### config.mk
export PLATFORM = sky130hd
export DESIGN_NAME = lba_ctrl
export DESIGN_NICKNAME = d
export VERILOG_FILES = /design/src/inc/lba_pkg.sv /design/src/hdl/lba_watchdog.sv /design/src/hdl/lba_ctrl.sv
export VERILOG_INCLUDE_DIRS = /design/src /design/src/inc
export SDC_FILE = /design/constraint.sdc
export NUM_CORES = 1
export LEC_CHECK = 0
export BUFFER_PORTS_ARGS = -buffer_cell sky130_fd_sc_hd__buf_2
export CORE_MARGIN = 2
export CORE_UTILIZATION = 54
export DETAILED_ROUTE_END_ITERATION = 8
export PLACE_DENSITY = 0.77
export SKIP_LAST_GASP = 1
export SYNTH_ARGS = -nofsm -noshare
export SYNTH_HDL_FRONTEND = slang
export SYNTH_SLANG_ARGS = --single-unit
### constraint.sdc
create_clock -name clk_in -period 2.6 [get_ports clk_in]
set_clock_uncertainty 0.2 [all_clocks]
set_input_delay 0 -clock clk_in [delete_from_list [all_inputs] [get_ports clk_in]]
set_output_delay 0 -clock clk_in [all_outputs]
set_load 0.02 [all_outputs]
### src/inc/lba_consts.svh
// Constants for the local bus arbiter control block
`ifndef LBA_CONSTS_SVH
`define LBA_CONSTS_SVH
`define LBA_IRQ_LVL_W      3
`define LBA_ADDR_W         32
`define LBA_LVL_LSB        1
`define LBA_TIMEOUT_NS     16000
`define LBA_CLK_PERIOD_NS  8
`define LBA_TIMEOUT_CYC    (`LBA_TIMEOUT_NS / `LBA_CLK_PERIOD_NS)
`define LBA_CNT_W          12
`define LBA_STRAP_DLY      4'h3
`endif

### src/inc/lba_pkg.sv
// Types for the local bus arbiter control block
package lba_pkg;
	typedef enum logic [3:0] {
		LBA_IDLE     = 4'b0001,
		LBA_REQ      = 4'b0010,
		LBA_OWN_SELF = 4'b0100,
		LBA_OWN_EXT  = 4'b1000
	} lba_state_t;

	typedef struct packed {
		logic       iack;
		logic       autovec;
		logic [2:0] level;
	} lba_iack_t;
endpackage : lba_pkg

### src/hdl/lba_watchdog.sv
// Local bus transfer watchdog raising bus error
`timescale 1ns/1ns
`include "lba_consts.svh"
module lba_watchdog #(
	parameter int TIMEOUT_CYC = `LBA_TIMEOUT_CYC
) (
	input  wire logic clk_in,
	input  wire logic arst_n_in,
	input  wire logic strobe_n_in,
	input  wire logic invalid_in,
	output logic      berr_n_out
);
	logic [31:0] cnt_q;
	logic [31:0] cnt_d;
	logic        berr_q;
	logic        berr_d;

	always_comb begin
		cnt_d  = cnt_q;
		berr_d = berr_q;
		if (strobe_n_in) begin
			// Error ends with the cycle's strobe
			cnt_d  = 32'h0;
			berr_d = 1'b0;
		end else begin
			if (cnt_q != TIMEOUT_CYC[31:0]) begin
				cnt_d = cnt_q + 32'h1;
			end
			if (invalid_in || (cnt_q == TIMEOUT_CYC[31:0] - 32'h1)) begin
				berr_d = 1'b1;
			end
		end
	end

	always_ff @(posedge clk_in or negedge arst_n_in) begin
		if (!arst_n_in) begin
			cnt_q  <= 32'h0;
			berr_q <= 1'b0;
		end else begin
			cnt_q  <= cnt_d;
			berr_q <= berr_d;
		end
	end

	assign berr_n_out = ~berr_q;
endmodule : lba_watchdog

### src/hdl/lba_ctrl.sv
// Local bus arbitration, interrupt acknowledge and bus error control
`timescale 1ns/1ns
`include "lba_consts.svh"
// Contract
// - During interrupt acknowledge, drive acknowledged level onto address bits 3..1.
// - Address strobe, low, qualifies the address; the master drives it.
// - Assert autovector low during an autovectored interrupt acknowledge cycle.
// - Assert bus error low on local transfer time-out or invalid transfer.
// - Drive grant acknowledge low while this device holds local bus mastership.
// - Active arbiter: every bus owner asserts grant acknowledge.
// - Bypass mode: grant acknowledge value is undefined and not relied on.
// - After reset, sample grant acknowledge: high active arbiter, low bypass.
// - Pull-down on grant acknowledge at power-up bypasses the arbiter.
// - Active arbiter, CPU grant for own request: acknowledge the grant itself.
// - Active arbiter, CPU grant for local requester: assert requester grant.
// - Assert CPU bus request while the local requester requests the bus; the active arbiter here withdraws it once granted.
module lba_ctrl #(
	parameter int TIMEOUT_CYC = `LBA_TIMEOUT_CYC
) (
	input  wire logic                    clk_in,
	input  wire logic                    arst_n_in,
	input  wire logic                    requester_request_n_in,
	input  wire logic                    self_request_in,
	input  wire logic                    cpu_grant_n_in,
	input  wire logic                    grant_ack_n_in,
	input  wire logic                    local_addr_strobe_n_in,
	input  wire logic                    invalid_xfer_in,
	input  wire lba_pkg::lba_iack_t      iack_in,
	output logic                         cpu_request_n_out,
	output logic                         requester_grant_n_out,
	output logic                         grant_ack_n_out,
	output logic                         grant_ack_oe_out,
	output logic                         self_owns_out,
	output logic                         local_addr_strobe_n_out,
	output logic                         local_addr_strobe_oe_out,
	output logic [`LBA_ADDR_W-1:0]       local_addr_lines_out,
	output logic                         local_addr_lines_oe_out,
	output logic                         autovector_n_out,
	output logic                         local_bus_error_n_out,
	output logic                         local_bus_error_oe_out,
	output logic                         bypass_out
);
	lba_pkg::lba_state_t st_q;
	lba_pkg::lba_state_t st_d;
	logic [3:0]          strap_cnt_q;
	logic [3:0]          strap_cnt_d;
	logic                bypass_q;
	logic                bypass_d;
	logic                strap_done;
	logic                req_q;
	logic                req_d;
	logic                rgnt_q;
	logic                rgnt_d;
	logic                gack_q;
	logic                gack_d;
	logic                own_self;
	logic [`LBA_ADDR_W-1:0] addr_q;
	logic [`LBA_ADDR_W-1:0] addr_d;
	logic                iack_q;
	logic                iack_d;
	logic                avec_q;
	logic                avec_d;
	logic                as_q;
	logic                as_d;
	logic                berr_n;

	assign strap_done = (strap_cnt_q == `LBA_STRAP_DLY);

	// Strap is caught by the third clock after release, never by the reset itself
	always_comb begin
		strap_cnt_d = strap_cnt_q;
		bypass_d    = bypass_q;
		if (!strap_done) begin
			strap_cnt_d = strap_cnt_q + 4'h1;
			if (strap_cnt_q == `LBA_STRAP_DLY - 4'h1) begin
				bypass_d = ~grant_ack_n_in;
			end
		end
	end

	always_ff @(posedge clk_in or negedge arst_n_in) begin
		if (!arst_n_in) begin
			strap_cnt_q <= 4'h0;
			bypass_q    <= 1'b0;
		end else begin
			strap_cnt_q <= strap_cnt_d;
			bypass_q    <= bypass_d;
		end
	end

	// Arbitration; self request wins over the local requester on a tie
	always_comb begin
		st_d   = st_q;
		req_d  = 1'b0;
		rgnt_d = 1'b0;
		gack_d = 1'b0;
		case (st_q)
			lba_pkg::LBA_IDLE: begin
				if (strap_done && !bypass_q && (self_request_in || !requester_request_n_in)) begin
					st_d  = lba_pkg::LBA_REQ;
					req_d = 1'b1;
				end
			end
			lba_pkg::LBA_REQ: begin
				req_d = 1'b1;
				if (!self_request_in && requester_request_n_in) begin
					st_d  = lba_pkg::LBA_IDLE;
					req_d = 1'b0;
				end else if (!cpu_grant_n_in && grant_ack_n_in) begin
					req_d = 1'b0;
					if (self_request_in) begin
						st_d   = lba_pkg::LBA_OWN_SELF;
						gack_d = 1'b1;
					end else begin
						st_d   = lba_pkg::LBA_OWN_EXT;
						rgnt_d = 1'b1;
					end
				end
			end
			lba_pkg::LBA_OWN_SELF: begin
				gack_d = self_request_in;
				if (!self_request_in) begin
					st_d = lba_pkg::LBA_IDLE;
				end
			end
			lba_pkg::LBA_OWN_EXT: begin
				rgnt_d = !requester_request_n_in;
				if (requester_request_n_in) begin
					st_d = lba_pkg::LBA_IDLE;
				end
			end
			default: begin
				st_d = lba_pkg::LBA_IDLE;
			end
		endcase
		if (bypass_q) begin
			req_d = !requester_request_n_in;
			st_d  = lba_pkg::LBA_IDLE;
		end
	end

	always_ff @(posedge clk_in or negedge arst_n_in) begin
		if (!arst_n_in) begin
			st_q   <= lba_pkg::LBA_IDLE;
			req_q  <= 1'b0;
			rgnt_q <= 1'b0;
			gack_q <= 1'b0;
		end else begin
			st_q   <= st_d;
			req_q  <= req_d;
			rgnt_q <= rgnt_d;
			gack_q <= gack_d;
		end
	end

	assign own_self = gack_q;

	// Interrupt acknowledge drive whenever iack_in.iack is set, whichever device owns the bus
	always_comb begin
		addr_d = '0;
		iack_d = iack_in.iack;
		avec_d = iack_in.iack && iack_in.autovec;
		// Follows next ownership so strobe and grant ack move on one edge
		as_d   = gack_d;
		if (iack_in.iack) begin
			addr_d[`LBA_LVL_LSB +: `LBA_IRQ_LVL_W] = iack_in.level;
		end
	end

	always_ff @(posedge clk_in or negedge arst_n_in) begin
		if (!arst_n_in) begin
			addr_q <= '0;
			iack_q <= 1'b0;
			avec_q <= 1'b0;
			as_q   <= 1'b0;
		end else begin
			addr_q <= addr_d;
			iack_q <= iack_d;
			avec_q <= avec_d;
			as_q   <= as_d;
		end
	end

	lba_watchdog #(
		.TIMEOUT_CYC (TIMEOUT_CYC)
	) u_wd (
		.clk_in      (clk_in),
		.arst_n_in   (arst_n_in),
		.strobe_n_in (local_addr_strobe_n_in),
		.invalid_in  (invalid_xfer_in),
		.berr_n_out  (berr_n)
	);

	assign cpu_request_n_out        = ~req_q;
	assign requester_grant_n_out    = ~rgnt_q;
	// Open drain: drive low only; bypass leaves it released
	assign grant_ack_n_out          = 1'b0;
	assign grant_ack_oe_out         = gack_q && !bypass_q;
	assign self_owns_out            = own_self;
	assign local_addr_strobe_n_out  = ~as_q;
	assign local_addr_strobe_oe_out = as_q;
	assign local_addr_lines_out     = addr_q;
	assign local_addr_lines_oe_out  = iack_q;
	assign autovector_n_out         = ~avec_q;
	assign local_bus_error_n_out    = 1'b0;
	assign local_bus_error_oe_out   = ~berr_n;
	assign bypass_out               = bypass_q;
endmodule : lba_ctrl

==> flow_summary.yaml <==
drt:
  dr.pass1.iters: 4
  met3_length_um: 326
  drt-total-wl_um: 5330
  dr_total_vias: 2091
  drtIter0Drc: 172
  antenna_left: 0
  vias_per_cell: 5.29
  wl_met1_um: 2360
  drc: 0
  highest-signal-layer: "met4"
  route.met2.wl_um: 2590
  wl_per_cell_um: 13.5
worst_setup_path:
  crit_chain: "nor4_1 > nand4_1 > nor4_4 > mux2i_1 > nor2_1"
  end_kind: "register"
  path_class: "register to register"
  ff2ff_path_depth: 5
  path_max_fanout: 7
  rr_endpoint: "u_wd.cnt_q[1]"
  required_ns: 2.59
  crit_family: "simple AND/OR/NAND/NOR gates"
  worstSetupStartpointType: "register"
  reg2reg_slack_ns: 0.49
  reg2reg_from: "u_wd.cnt_q[18]"
  worst-path-buf-inv: 0
  worst_ep_arrival_time_ns: 2.10
  slowest_delay_ns: 0.49
  cpMaxStageDelayCell: "nor4_4"
synthesis:
  syn_area_mm2: 0.00270
  yosysMostFrequentCell: "dfrtp_1"
  synth-edff-count: 0
  synth_top_area_share_pct: 45.4
  synth_commonest_cells: "49 x dfrtp_1, 34 x nor2_1, 33 x buf_4"
  synthFlopType: "dfrtp_1"
  yosys_warnings: 0
  syn_avg_cell_area_um2: 9.45
  netlist_instances: 286
  seq_area_frac_synth_pct: 46.4
  synth_seq_cells: 50
  synth_top_cell_by_area: "dfrtp_1"
  yosys-top-cells-area: "dfrtp_1 45%, buf_4 9.2%, xor2_1 5.5%"
  synthArstFlopShare_pct: 100
  synth_cell_type_count: 42
job:
  maxCapViolCount: 0
clock_tree:
  cts_setup_buffers: 0
  cts_tree: "yes"
  cts.sinks: 50
  insertion_delay_ns: 0.31
  clockBufferDepth: 2
  cts_made_buffers: 5
  path_clk_slew_ns: 0.10
  htree_levels: 2
  cts-root-buf: "clkbuf_8"
global_routing:
  antenna_found_initial: 0
  grt_pass1_vias: 1881
  gr-total-overflow: 0
  track_usage_pct: 20.8
  grt_pass1_wl_um: 8730
  grt_max_degree: 34
final_layout:
  diodes: 0
  area_delta_synth_final_pct: 11.4
  final_util_pct: 62.9
  n_fill_cell: 416
  drive_above_1_share_pct: 13.7
  final_nets: 344
sta:
  grt_setup_unrepaired: "no"
  worst_pin_slew_ns: 0.711
  slew_violations: 0
  slew_headroom_pct: 52.2
  period_share_pct: 81.1
  fin_crit_ns: 2.11
  fin_setup_tns_ns: 0
  finalSetupViolCount: 0
  hold_violations: 0
  max_clock_freq_mhz: 474
die:
  coreArea_mm2: 0.00479
  die-area_mm2: 0.00558
  rows: 25
  chipWidth_um: 74.7
  pin_count: 57
  start_util_pct: 56.4
  chipHeight_um: 74.7
pwr:
  ir_drop_mv: 0.316
  clockPowerShare_pct: 34.0
  p_int_mw: 1.04
  seq_power_share_pct: 55.8
  power_density_mw_per_mm2: 482
  combPwrFrac_pct: 10.2
  switchingPower_mw: 0.409
  sw_frac_of_total_pct: 28.2
  power_leakage_nw: 1.37
min_path:
  hold_class: "input port to asynchronous set/reset pin"
placed_design:
  gp_congestion: 0.783
  hpwl_um: 3630
  numPortBuffers: 25
status:
  status: "finished clean"
-- metrics by stage --
step | area [µm²] | hold WS (ns) | worst slack [ns] | total power [mW] | cells
floorplan | 2810 | -0.496 | 0.662 | 0.947 | 316
global placement | 2780 | -0.174 | 0.571 | 0.954 | 374
detailed placement | 2780 | -0.167 | 0.496 | 0.956 | 374
CTS | 3010 | 0.0208 | 0.496 | 1.45 | 395
global route | 3010 | 0.0561 | 0.346 | 1.51 | 395
finish | 3010 | 0.00546 | 0.491 | 1.45 | 395
-- per-layer routing --
layer  vias to the layer above  GRT usage (%)
li1                       1002              -
met1                      1008           27.6
met2                        76           34.3
met3                         5           4.55
met4                         0           6.55
met5                         -              0
-- registers in the layout, indices dropped and copies added, names as in the netlist --
signal / cells
bypass_out: 1
u_wd.berr_q: 1
st_q: 4
u_wd.cnt_q: 32
local_addr_lines_oe_out: 1
local_addr_strobe_oe_out: 1
avec_q: 1
rgnt_q: 1
local_addr_lines_out: 3
req_q: 1
strap_cnt_q: 4
-- worst max-delay path by stage --
stage                     slack, ns  cells after the start           start              to
after global placement         0.57                      5  u_wd.cnt_q[18]   u_wd.cnt_q[1]
after global routing           0.35                      5  u_wd.cnt_q[18]   u_wd.cnt_q[1]
final                          0.49                      5  u_wd.cnt_q[18]   u_wd.cnt_q[1]
after CTS                      0.50                      5  u_wd.cnt_q[18]   u_wd.cnt_q[1]
after floorplan                0.66                      6   u_wd.cnt_q[1]  u_wd.cnt_q[26]
after detailed placement       0.50                      5  u_wd.cnt_q[18]   u_wd.cnt_q[1]
-- repair_timing --
action                    in CTS  in global routing
hold endpoints to repair      51                  0
resized for setup              0                  0
hold buffers                  13                  0
-- placed cells by master, fill, tap and decap left out, types with 2 or more instances in the layout --
cell type and count:
a21oi_1 8, and2_1 5, and3_1 6, and4_1 2, buf_2 25, buf_4 3, clkbuf_8 5, conb_1 31
dfrtp_1 49, dlygate4sd3_1 13, ha_1 4, inv_1 12, nand2_1 18, nand3_1 18, nand4_1 13, nor2_1 34
nor2b_1 2, nor3_1 6, nor4_1 8, o21ai_0 10, or3_1 5, xnor2_1 10, xor2_1 17
-- kinds of logic (layout without fill, tap and decap cells) --
family / after synthesis / count (layout) / share of synthesized area, %
and+or+nand+nor: 130 / 130 / 26.0
DFF: 50 / 50 / 46.4
buffers and inverters: 49 / 61 / 11.4
xor gates and xnor gates: 27 / 27 / 8.75
AOI/OAI and AO/OA: 24 / 24 / 5.14
adders and majority gates: 4 / 4 / 1.85
other: 1 / 31 / 0.139
muxes: 1 / 1 / 0.371
-- power by group through the flow --
stage               clock network (mW)  logic, mW  registers, mW
global route                     0.534      0.166          0.812
finish                           0.493      0.148          0.809
global placement                     0      0.132          0.823
CTS                              0.499      0.147          0.808
floorplan                            0      0.120          0.827
detailed placement                   0      0.133          0.824
-- layout make-up --
type,count,area (µm²),share of cell area (%)
clock inverter,3,28.8,0.956
clock buffer,5,68.8,2.29
timing repair buffer,41,278,9.23
sequential,50,1250,41.6
tap,67,83.8,2.78
multi-input combinational,217,1250,41.6
inverter,12,45.0,1.50
Power figures use the tool's default switching activity.
